--- src/verilog/tlg_map.vh ---
// tlg_map.vh: constants of the torque limit and thermal guard
// assumes percent values in whole percent, temperatures in whole degrees C
`ifndef TLG_MAP_VH
`define TLG_MAP_VH
`define TLG_LIMIT_DEFAULT 9'h0c8
`define TLG_LIMIT_MAX 9'h12c
`define TLG_CAP_HEAVY 9'h096
`define TLG_CAP_NORMAL 9'h078
`define TLG_CUR_PL_MIN 9'h01e
`define TLG_FN_AT_LIMIT 6'h30
`define TLG_FN_PREALARM 6'h20
`define TLG_FN_FAULT 6'h0e
`define TLG_FN_REDUCE_MAX 6'h4d
`define TLG_AI_GENERAL 5'h15
`define TLG_AI_FWD 5'h10
`define TLG_AI_REV 5'h11
`define TLG_AI_REGEN 5'h12
`define TLG_ACT_RAMP 3'h0
`define TLG_ACT_COAST 3'h1
`define TLG_ACT_FAST 3'h2
`define TLG_ACT_ALARM 3'h3
`define TLG_ACT_REDUCE 3'h4
`define TLG_REDUCE_STEPS 4'ha
`define TLG_FACTOR_DEFAULT 4'h8
`define TLG_CLK_HZ 10000000
`define TLG_TICK_US 1000
`define TLG_TICK_CYCLES (`TLG_CLK_HZ / 1000000 * `TLG_TICK_US)
`define TLG_BUILD_MS 64
`define TLG_STEP_MS 10000
`define TLG_INT_MIN_MS 5
`define TLG_INT_MAX_MS 10000
`define TLG_INT_DEFAULT_MS 200
`define TLG_FACTOR_MIN 4'h1
`define TLG_FACTOR_MAX 4'h9
`endif

--- src/verilog/tlg_step_timer.v ---
// tlg_step_timer.v: millisecond interval timer on a shared tick
// assumes tick_i is a one-cycle pulse every millisecond
`timescale 1ns/1ns
`default_nettype none
module tlg_step_timer #(
  parameter WIDTH = 14
) (
  input wire clock_i,
  input wire rst_n_i,
  input wire tick_i,
  input wire restart_i,
  input wire [WIDTH-1:0] period_i,
  output reg expired_o
);
  reg [WIDTH-1:0] count_r;
  // restarts on entry; expired_o pulses once per period
  always @(posedge clock_i or negedge rst_n_i) begin
    if (!rst_n_i) begin
      count_r <= {WIDTH{1'b0}};
      expired_o <= 1'b0;
    end else if (restart_i) begin
      count_r <= {WIDTH{1'b0}}; // RULE23
      expired_o <= 1'b0;
    end else begin
      expired_o <= 1'b0;
      if (tick_i) begin
        if (count_r + 1'b1 >= period_i) begin
          count_r <= {WIDTH{1'b0}};
          expired_o <= 1'b1;
        end else begin
          count_r <= count_r + 1'b1;
        end
      end
    end
  end
endmodule
`default_nettype wire

--- src/verilog/tlg_guard.v ---
// tlg_guard.v: torque limit selection and heatsink/input supervision
// assumes all inputs synchronous to clock_i; settings held stable by host
// Function
// RULE1: four quadrant torque limits, 0 to 300 percent, default 200.
// RULE2: quadrant limiting only in the four vector control modes.
// RULE3: digital output function 30 shows running at torque limit.
// RULE4: analog function 15 general; 10, 11, 12 forward, reverse, regen.
// RULE5: lowest of parameter and analog limits applies per quadrant.
// RULE6: torque capped by current: 150 heavy duty, 120 normal duty.
// RULE7: limit integral time 5 to 10000 ms, default 200 ms.
// RULE8: method 0 uses proportional in speed changes, integral otherwise.
// RULE9: method 1 uses integral action always.
// RULE10: build select 1 delays limit 64 ms at start; 0 none.
// RULE11: regen mode 1 keeps only regen parameters and regen analog.
// RULE12: overheat alarm when heatsink above alarm level, 50 to 150 C. Code uses overheat_alarm_level_i as given, not limited to 50 to 150.
// RULE13: digital output function 20 closes above alarm level.
// RULE14: in reduce mode, fault level reached raises fault and stops.
// RULE15: action 0 ramp, 1 coast, 2 fast stop; each sets fault output.
// RULE16: action 3 only signals the alarm, speed unchanged.
// RULE17: action 4 reduces speed on alarm, again every 10 s.
// RULE18: after alarm clears, step back up each 10 s to base.
// RULE19: digital output function 4D when alarm persists ten reductions.
// RULE20: reduction factor 0.1 to 0.9, default 0.8, of max frequency.
// RULE21: input phase loss select 1 detects ripple fault; 0 off.
// RULE22: phase loss detect off decelerating, not running, current <=30%.
// RULE23: 10 s and 64 ms timed from one tick, restart on entry.
// RULE24: reduced speed is max frequency times factor n times, cap ten.
`timescale 1ns/1ns
`default_nettype none
`include "tlg_map.vh"
module tlg_guard #(
  parameter W = 9,
  parameter TICK_CYCLES = `TLG_TICK_CYCLES,
  parameter STEP_MS = `TLG_STEP_MS
) (
  input wire clock_i,
  input wire rst_n_i,
  input wire run_i,
  input wire accel_i,
  input wire decel_i,
  input wire [1:0] quadrant_i,
  input wire [3:0] control_mode_i,
  input wire heavy_duty_rating_i,
  input wire [W-1:0] fwd_motoring_torque_limit_i,
  input wire [W-1:0] rev_motoring_torque_limit_i,
  input wire [W-1:0] fwd_regen_torque_limit_i,
  input wire [W-1:0] rev_regen_torque_limit_i,
  input wire [13:0] limit_integral_time_i,
  input wire accel_limit_method_sel_i,
  input wire start_limit_build_sel_i,
  input wire regen_limit_mode_sel_i,
  input wire [4:0] analog_input_function_a_i,
  input wire [4:0] analog_input_function_b_i,
  input wire [4:0] analog_input_function_c_i,
  input wire [W-1:0] analog_a_i,
  input wire [W-1:0] analog_b_i,
  input wire [W-1:0] analog_c_i,
  input wire [W-1:0] comm_limit_i,
  input wire comm_limit_valid_i,
  input wire [W-1:0] torque_i,
  input wire [W-1:0] current_i,
  input wire [7:0] heatsink_temp_i,
  input wire [7:0] overheat_alarm_level_i,
  input wire [7:0] overheat_fault_level_i,
  input wire [2:0] overheat_action_sel_i,
  input wire [3:0] overheat_speed_reduction_factor_i,
  input wire [15:0] max_freq_i,
  input wire [15:0] base_freq_i,
  input wire input_phase_loss_sel_i,
  input wire ripple_high_i,
  input wire [5:0] digital_output_function_a_i,
  input wire [5:0] digital_output_function_b_i,
  input wire [5:0] digital_output_function_c_i,
  output reg [W-1:0] torque_limit_o,
  output reg limit_active_o,
  output reg limit_prop_o,
  output reg limit_integral_o,
  output reg [13:0] limit_integral_time_o,
  output reg [15:0] speed_ceiling_o,
  output reg heatsink_overheat_alarm_o,
  output reg heatsink_overheat_fault_o,
  output reg input_phase_loss_fault_o,
  output reg ramp_stop_o,
  output reg coast_stop_o,
  output reg fast_stop_o,
  output reg [2:0] digital_out_o
);
  localparam ST_NORMAL = 3'b001;
  localparam ST_REDUCE = 3'b010;
  localparam ST_RECOVER = 3'b100;
  reg [2:0] state_r;
  reg [2:0] state_nxt;
  reg [15:0] tick_cnt_r;
  reg tick_r;
  reg run_d_r;
  reg built_r;
  reg [3:0] steps_r;
  reg [3:0] steps_nxt;
  reg at_limit_r;
  wire step_exp;
  wire build_exp;
  wire start_edge = run_i & ~run_d_r;
  wire vector_mode = |control_mode_i;
  function [W-1:0] min2(input [W-1:0] a, input [W-1:0] b);
    min2 = (a < b) ? a : b;
  endfunction
  function [W-1:0] clamp_set(input [W-1:0] v);
    clamp_set = (v > `TLG_LIMIT_MAX) ? `TLG_LIMIT_MAX : v; // RULE1
  endfunction
  // analog limit for a quadrant given one input's function and value
  function [W-1:0] ai_limit(input [4:0] fn, input [W-1:0] val,
    input [1:0] q, input regen_only);
    reg regen_q;
    begin
      regen_q = q[1];
      ai_limit = `TLG_LIMIT_MAX;
      if (fn == `TLG_AI_REGEN && regen_q) // RULE4
        ai_limit = val;
      else if (!regen_only) begin // RULE11
        if (fn == `TLG_AI_GENERAL)
          ai_limit = val;
        else if (fn == `TLG_AI_FWD && q == 2'h0)
          ai_limit = val;
        else if (fn == `TLG_AI_REV && q == 2'h1)
          ai_limit = val;
      end
    end
  endfunction
  // one millisecond tick shared by every interval
  always @(posedge clock_i or negedge rst_n_i) begin
    if (!rst_n_i) begin
      tick_cnt_r <= 16'h0000;
      tick_r <= 1'b0;
    end else if (tick_cnt_r == TICK_CYCLES - 1) begin
      tick_cnt_r <= 16'h0000; // RULE23
      tick_r <= 1'b1;
    end else begin
      tick_cnt_r <= tick_cnt_r + 16'h0001;
      tick_r <= 1'b0;
    end
  end
  tlg_step_timer #(.WIDTH(14)) u_build (
    .clock_i(clock_i),
    .rst_n_i(rst_n_i),
    .tick_i(tick_r),
    .restart_i(start_edge | ~run_i),
    .period_i(14'd`TLG_BUILD_MS),
    .expired_o(build_exp)
  );
  wire alarm_now = heatsink_temp_i > overheat_alarm_level_i; // RULE12
  wire reduce_mode = overheat_action_sel_i == `TLG_ACT_REDUCE;
  wire step_restart = (state_r != state_nxt) | (state_r == ST_NORMAL);
  tlg_step_timer #(.WIDTH(14)) u_step (
    .clock_i(clock_i),
    .rst_n_i(rst_n_i),
    .tick_i(tick_r),
    .restart_i(step_restart),
    .period_i(STEP_MS[13:0]),
    .expired_o(step_exp)
  );
  // quadrant limit selection
  reg [W-1:0] par_lim;
  reg [W-1:0] lim;
  reg [W-1:0] cap;
  always @* begin
    case (quadrant_i)
      2'h0: par_lim = fwd_motoring_torque_limit_i;
      2'h1: par_lim = rev_motoring_torque_limit_i;
      2'h2: par_lim = fwd_regen_torque_limit_i;
      default: par_lim = rev_regen_torque_limit_i;
    endcase
    lim = clamp_set(par_lim);
    lim = min2(lim, ai_limit(analog_input_function_a_i, analog_a_i,
      quadrant_i, regen_limit_mode_sel_i)); // RULE5
    lim = min2(lim, ai_limit(analog_input_function_b_i, analog_b_i,
      quadrant_i, regen_limit_mode_sel_i));
    lim = min2(lim, ai_limit(analog_input_function_c_i, analog_c_i,
      quadrant_i, regen_limit_mode_sel_i));
    if (comm_limit_valid_i && !regen_limit_mode_sel_i)
      lim = min2(lim, comm_limit_i); // RULE11
    cap = heavy_duty_rating_i ? `TLG_CAP_HEAVY : `TLG_CAP_NORMAL;
    lim = min2(lim, cap); // RULE6
  end
  // reduction state machine for overheat action 4
  always @* begin
    state_nxt = state_r;
    steps_nxt = steps_r;
    case (state_r)
      ST_NORMAL: begin
        if (reduce_mode && alarm_now && run_i) begin
          state_nxt = ST_REDUCE; // RULE17
          steps_nxt = 4'h1;
        end
      end
      ST_REDUCE: begin
        if (!alarm_now)
          state_nxt = ST_RECOVER; // RULE18
        else if (step_exp && steps_r < `TLG_REDUCE_STEPS)
          steps_nxt = steps_r + 4'h1; // RULE17
      end
      ST_RECOVER: begin
        if (alarm_now) begin
          state_nxt = ST_REDUCE;
          if (steps_r < `TLG_REDUCE_STEPS)
            steps_nxt = steps_r + 4'h1;
        end else if (step_exp) begin
          steps_nxt = steps_r - 4'h1; // RULE18
          if (steps_r == 4'h1)
            state_nxt = ST_NORMAL;
        end
      end
      default: begin
        state_nxt = ST_NORMAL;
        steps_nxt = 4'h0;
      end
    endcase
    if (!reduce_mode || !run_i) begin
      state_nxt = ST_NORMAL;
      steps_nxt = 4'h0;
    end
  end
  // speed ceiling: max frequency times factor, steps times
  reg [15:0] ceil_c;
  reg [19:0] prod;
  integer i;
  wire [3:0] factor = (overheat_speed_reduction_factor_i < `TLG_FACTOR_MIN) ?
    `TLG_FACTOR_MIN : (overheat_speed_reduction_factor_i > `TLG_FACTOR_MAX) ?
    `TLG_FACTOR_MAX : overheat_speed_reduction_factor_i; // RULE20
  always @* begin
    ceil_c = max_freq_i;
    prod = 20'h00000;
    for (i = 0; i < 10; i = i + 1) begin
      if (i < steps_r) begin
        prod = ceil_c * factor; // RULE24
        prod = prod / 20'd10; // RULE20
        ceil_c = prod[15:0];
      end
    end
    if (state_r == ST_RECOVER && ceil_c > base_freq_i)
      ceil_c = base_freq_i; // RULE18
    if (state_r == ST_NORMAL)
      ceil_c = max_freq_i; // RULE16
  end
  wire stop_act = alarm_now && overheat_action_sel_i < `TLG_ACT_ALARM;
  wire hot_fault = reduce_mode && heatsink_temp_i >= overheat_fault_level_i;
  wire pl_enable = input_phase_loss_sel_i && run_i && !decel_i &&
    current_i > `TLG_CUR_PL_MIN; // RULE22
  wire fault_any = heatsink_overheat_fault_o | input_phase_loss_fault_o;
  function do_bit(input [5:0] fn, input at_lim, input pre, input flt,
    input maxed);
    begin
      case (fn)
        `TLG_FN_AT_LIMIT: do_bit = at_lim; // RULE3
        `TLG_FN_PREALARM: do_bit = pre; // RULE13
        `TLG_FN_FAULT: do_bit = flt; // RULE15
        `TLG_FN_REDUCE_MAX: do_bit = maxed; // RULE19
        default: do_bit = 1'b0;
      endcase
    end
  endfunction
  wire maxed = alarm_now && state_r == ST_REDUCE &&
    steps_r == `TLG_REDUCE_STEPS;
  wire active_now = vector_mode && run_i && built_r; // RULE2
  wire stopped_by_alarm = stop_act | hot_fault;
  always @(posedge clock_i or negedge rst_n_i) begin
    if (!rst_n_i) begin
      state_r <= ST_NORMAL;
      steps_r <= 4'h0;
      run_d_r <= 1'b0;
      built_r <= 1'b0;
      at_limit_r <= 1'b0;
      torque_limit_o <= `TLG_LIMIT_DEFAULT;
      limit_active_o <= 1'b0;
      limit_prop_o <= 1'b0;
      limit_integral_o <= 1'b0;
      limit_integral_time_o <= 14'd`TLG_INT_DEFAULT_MS;
      speed_ceiling_o <= 16'h0000;
      heatsink_overheat_alarm_o <= 1'b0;
      heatsink_overheat_fault_o <= 1'b0;
      input_phase_loss_fault_o <= 1'b0;
      ramp_stop_o <= 1'b0;
      coast_stop_o <= 1'b0;
      fast_stop_o <= 1'b0;
      digital_out_o <= 3'h0;
    end else begin
      state_r <= state_nxt;
      steps_r <= steps_nxt;
      run_d_r <= run_i;
      if (!run_i)
        built_r <= 1'b0;
      else if (start_edge)
        built_r <= ~start_limit_build_sel_i; // RULE10
      else if (build_exp)
        built_r <= 1'b1; // RULE10
      torque_limit_o <= lim;
      limit_active_o <= active_now;
      at_limit_r <= active_now && torque_i >= lim;
      limit_prop_o <= active_now && !accel_limit_method_sel_i &&
        (accel_i | decel_i); // RULE8
      limit_integral_o <= active_now && (accel_limit_method_sel_i ||
        !(accel_i | decel_i)); // RULE9
      if (limit_integral_time_i < `TLG_INT_MIN_MS)
        limit_integral_time_o <= 14'd`TLG_INT_MIN_MS; // RULE7
      else if (limit_integral_time_i > `TLG_INT_MAX_MS)
        limit_integral_time_o <= 14'd`TLG_INT_MAX_MS;
      else
        limit_integral_time_o <= limit_integral_time_i;
      speed_ceiling_o <= ceil_c; // RULE17
      heatsink_overheat_alarm_o <= alarm_now; // RULE12
      if (hot_fault)
        heatsink_overheat_fault_o <= 1'b1; // RULE14
      else if (!run_i)
        heatsink_overheat_fault_o <= 1'b0;
      if (pl_enable && ripple_high_i)
        input_phase_loss_fault_o <= 1'b1; // RULE21
      else if (!run_i)
        input_phase_loss_fault_o <= 1'b0;
      ramp_stop_o <= alarm_now &&
        overheat_action_sel_i == `TLG_ACT_RAMP; // RULE15
      coast_stop_o <= (alarm_now &&
        overheat_action_sel_i == `TLG_ACT_COAST) || hot_fault ||
        (pl_enable && ripple_high_i) || fault_any; // RULE14
      fast_stop_o <= alarm_now && overheat_action_sel_i == `TLG_ACT_FAST;
      digital_out_o <= {
        do_bit(digital_output_function_c_i, at_limit_r, alarm_now,
          stopped_by_alarm | fault_any, maxed),
        do_bit(digital_output_function_b_i, at_limit_r, alarm_now,
          stopped_by_alarm | fault_any, maxed),
        do_bit(digital_output_function_a_i, at_limit_r, alarm_now,
          stopped_by_alarm | fault_any, maxed)};
    end
  end
endmodule
`default_nettype wire

--- config.mk ---
export PLATFORM = sky130hd
export DESIGN_NAME = tlg_guard
export DESIGN_NICKNAME = d
export VERILOG_FILES = /design/src/verilog/tlg_step_timer.v /design/src/verilog/tlg_guard.v
export VERILOG_INCLUDE_DIRS = /design/src /design/src/verilog
export SDC_FILE = /design/constraint.sdc
export NUM_CORES = 2
export LEC_CHECK = 0
export BUFFER_PORTS_ARGS = -buffer_cell sky130_fd_sc_hd__clkbuf_2
export CORE_ASPECT_RATIO = 1.1
export CORE_MARGIN = 5
export CORE_UTILIZATION = 65
export CTS_CLUSTER_DIAMETER = 30
export DETAILED_ROUTE_END_ITERATION = 12
export PLACE_DENSITY = 0.84
export SYNTH_ARGS = -nofsm -noshare
export SYNTH_HDL_FRONTEND = slang
export SYNTH_SLANG_ARGS = --single-unit
export TNS_END_PERCENT = 1
--- constraint.sdc ---
create_clock -name clock_i -period 133.6 [get_ports clock_i]
set_clock_uncertainty 0.15 [all_clocks]
set_input_delay 0 -clock clock_i [delete_from_list [all_inputs] [get_ports clock_i]]
set_output_delay 0 -clock clock_i [all_outputs]
set_load 0.03 [all_outputs]
==> qor.tcl <==
set qor(run_status) {finished clean}
set qor(max_h_tree_level) 3
set qor(critical_path_slowest_stage_cell) {nor3_1}
set qor(via_per_instance_ratio) 6.83
set qor(synthesis.instances) 7209
set qor(worstSetupPathType) {input port to register}
set qor(final_max_slew_viol_count) 0
set qor(dr.first_iter.drc_count) 6255
set qor(fp.dieH_um) 303
set qor(final_layout_size_suffix_gt1_share_pct) 8.56
set qor(grt_use_total_pct) 34.8
set qor(synth.mux.area_fraction_pct) 3.31
set qor(antenna_violations_before_repair) 9
set qor(postSynth.topFlopCell) {dfrtp_1}
set qor(synth_xor_xnor_area_share_pct) 5.82
set qor(detailed_routing_iterations_pass_1) 6
set qor(rrSetupSlack_ns) 30.90
set qor(dr_total_vias) 56800
set qor(cp_data_required_time_ns) 133.71
set qor(grt_first_pass_wirelength_mm) 254
set qor(dominant_cell_by_count_in_the_synthesized_netlist) {nand2_1}
set qor(clock_buffer_count_from_cts) 9
set qor(first_global_vias) 52000
set qor(final.period_utilization_pct) 83.4
set qor(synth_compound_gate_area_share_pct) 30.8
set qor(die_area_mm2) 0.0839
set qor(timing.critical_path.to_type) {register}
set qor(holdCritPathClass) {input port to register}
set qor(max_cap_viol_count) 0
set qor(dominant_combinational_cell_family_by_area_after_synthesis) {compound AO/OA/AOI/OAI gates}
set qor(synth_fp_nets) 8031
set qor(worstMarginPinSlew_ns) 1.36
set qor(postLayoutCoreUtil_pct) 69.0
set qor(coreArea_mm2) 0.0775
set qor(syn-mean-instance-area_um2) 7.05
set qor(path_clk_slew_ns) 0.08
set qor(cts_setup_buffers) 0
set qor(synth.top_cells.by_area) {fa_1, ha_1, nand2_1, dfrtp_1, nor2_1}
set qor(crit_cells) 372
set qor(grt-ovfl-total) 0
set qor(worst-endpoint-arrival_ns) 111.60
set qor(ioPinCount) 269
set qor(tritoncts_num_sinks) 108
set qor(remaining_drc_errors) 0
set qor(post_synthesis_sequential_element_count) 108
set qor(finalWorstPathRequiredPeriod_ns) 111.48
set qor(ctsRootBufferMaster) {clkbuf_16}
set qor(synthesis.yosys.warnings) 0
set qor(min_path_cells) 3
set qor(synth_adder_area_share_pct) 19.6
set qor(synth-simple-area-share_pct) 28.2
set qor(yosys.area.top_type_share_pct) 11.0
set qor(path_delay_family) {compound AO/OA/AOI/OAI gates}
set qor(netlist-cell-type-count) 148
set qor(synthArstFlopShare_pct) 100
set qor(nets) 8092
set qor(max_freq_mhz) 8.97
set qor(place_hpwl_mm) 120
set qor(numPortBuffers) 268
set qor(cts_tree) {yes}
set qor(clk_latency_ns) 0.39
set qor(synth_seq_area_share_pct) 5.34
set qor(avgRoutedWirePerCell_um) 18.8
set qor(r2r.worst_path.cells) 340
set qor(grt_max_degree) 67
set qor(synth_edf_count) 0
set qor(max-clock-path-buffers) 2
set qor(finalSetupViolCount) 0
set qor(critPathMaxStageDelay_ns) 1.11
set qor(gp_congestion) 1.01
set qor(slew_headroom_pct) 8.66
set qor(netlist_area_before_placement_mm2) 0.0508
set qor(timing.critical_path.from_type) {input port}
set qor(count_of_antenna_violating_nets_left_after_detailed_routing) 0
set qor(timing_hold_violations_final) 0
set qor(netlist.top_cell.by_area) {fa_1}
set qor(crit_path_frequent_cell) {fa_1}
set qor(num_rows) 107
set qor(synth_top_cells_by_count) {nand2_1, nor2_1, inv_1}
set qor(critical_path_peak_fanout) 63
set qor(floorplan.initialDensity_pct) 65.6
set qor(area.growth.synth_to_final_pct) 5.20
set qor(totalNegativeSetupSlack_ns) 0
set qor(worst-path-buf-inv) 16
set qor(drt_wl_total_mm) 157
set qor(grt_setup_unrepaired) {false}
set qor(die_x_um) 277
==> path summary, 6_finish.rpt <==
kind | startpoint | to
max | overheat_speed_reduction_factor_i[3] | speed_ceiling_o[12]$_DFF_PN0_
min in group asynchronous | rst_n_i | limit_integral_time_o[2]$_DFF_PN0_
max reg2reg | steps_r[1]$_DFFE_PN0P_ | speed_ceiling_o[12]$_DFF_PN0_
max in group asynchronous | rst_n_i | tick_cnt_r[13]$_DFF_PN0_
min reg2reg | tick_cnt_r[15]$_DFF_PN0_ | tick_cnt_r[15]$_DFF_PN0_
min | base_freq_i[13] | speed_ceiling_o[13]$_DFF_PN0_
==> registers in the layout (all words and copies together), names as in the netlist, 3 cells and up <==
register               cells
digital_out_o              3
steps_r                    4
speed_ceiling_o           16
limit_integral_time_o     14
state_r                    3
torque_limit_o             9
u_build.count_r           14
tick_cnt_r                16
u_step.count_r            14
==> cell type report <==
cell class                      count  area [µm²]
Multi-Input combinational cell   6243       44600
Fill cell                        6601       24100
Clock buffer                        9         225
Tap cell                         1035        1290
Clock inverter                      7        86.3
Sequential cell                   108        2710
Timing Repair Buffer              409        2610
Inverter                          499        1870
Antenna cell                       10        25.0
==> metal layers <==
layer	wire length [µm]	part of all wire (%)	vias to the layer above	global-route usage (%)
met5	35	0.022	-	0
met4	7640	4.9	6	14.8
met3	12700	8.1	516	3.87
met2	73200	47	2889	59.6
met1	63100	40	26700	44.9
li1	-	-	26700	-
==> worst register-to-register path, delay by kind of cell, from the launching register on <==
| family | cells | cell delay [ns] |
|---|---|---|
| buf+inv | 12 | 1.45 |
| fa+ha+maj | 32 | 14.70 |
| simple gates | 83 | 22.33 |
| xor+xnor | 8 | 3.07 |
| mux | 16 | 5.39 |
| compound gates | 189 | 55.03 |
| flops | 1 | 0.47 |
==> what timing repair did <==
| action | 4_1_cts | 5_1_grt |
|---|---|---|
| gates resized for setup | 0 | 0 |
| endpoints found under the hold margin | 100 | 0 |
| hold buffers | 81 | 0 |
==> logic make-up (layout without fill, tap and decap cells) <==
family / count (synthesis) / in the layout
AOI/OAI and AO/OA: 2194 / 2194
xor gates and xnor gates: 336 / 336
adders and majority gates: 632 / 632
buffers and inverters: 858 / 924
DFF: 108 / 108
muxes: 150 / 150
other: 2 / 12
and+or+nand+nor: 2929 / 2929
==> per-stage QoR <==
step | hold WS, ns | setup slack [ns] | cells | cell area (µm²)
floorplan | -0.446 | 42.89 | 7209 | 50800
global placement | -0.106 | 27.27 | 8213 | 52300
detailed placement | -0.108 | 24.58 | 8213 | 52300
CTS | 0.00141 | 24.15 | 8310 | 53400
global route | 0.0222 | 13.26 | 8314 | 53400
finish | 0.0296 | 22.12 | 8320 | 53500
==> placed cells by master (no fill, tap or decap), drive strengths merged, types with 129 or more instances in the layout <==
cell type  synthesis  final
nor2             587    587
a211oi           129    129
a21oi            448    448
inv              498    500
ha               324    324
fa               280    280
nand3            231    231
xnor2            238    238
nand2            917    917
clkbuf           251    275
nor3             255    255
o21ai            411    411
and2             250    250
Power is not shown: default switching activity piles up to over one toggle a cycle in this logic, so the estimate is an artifact.
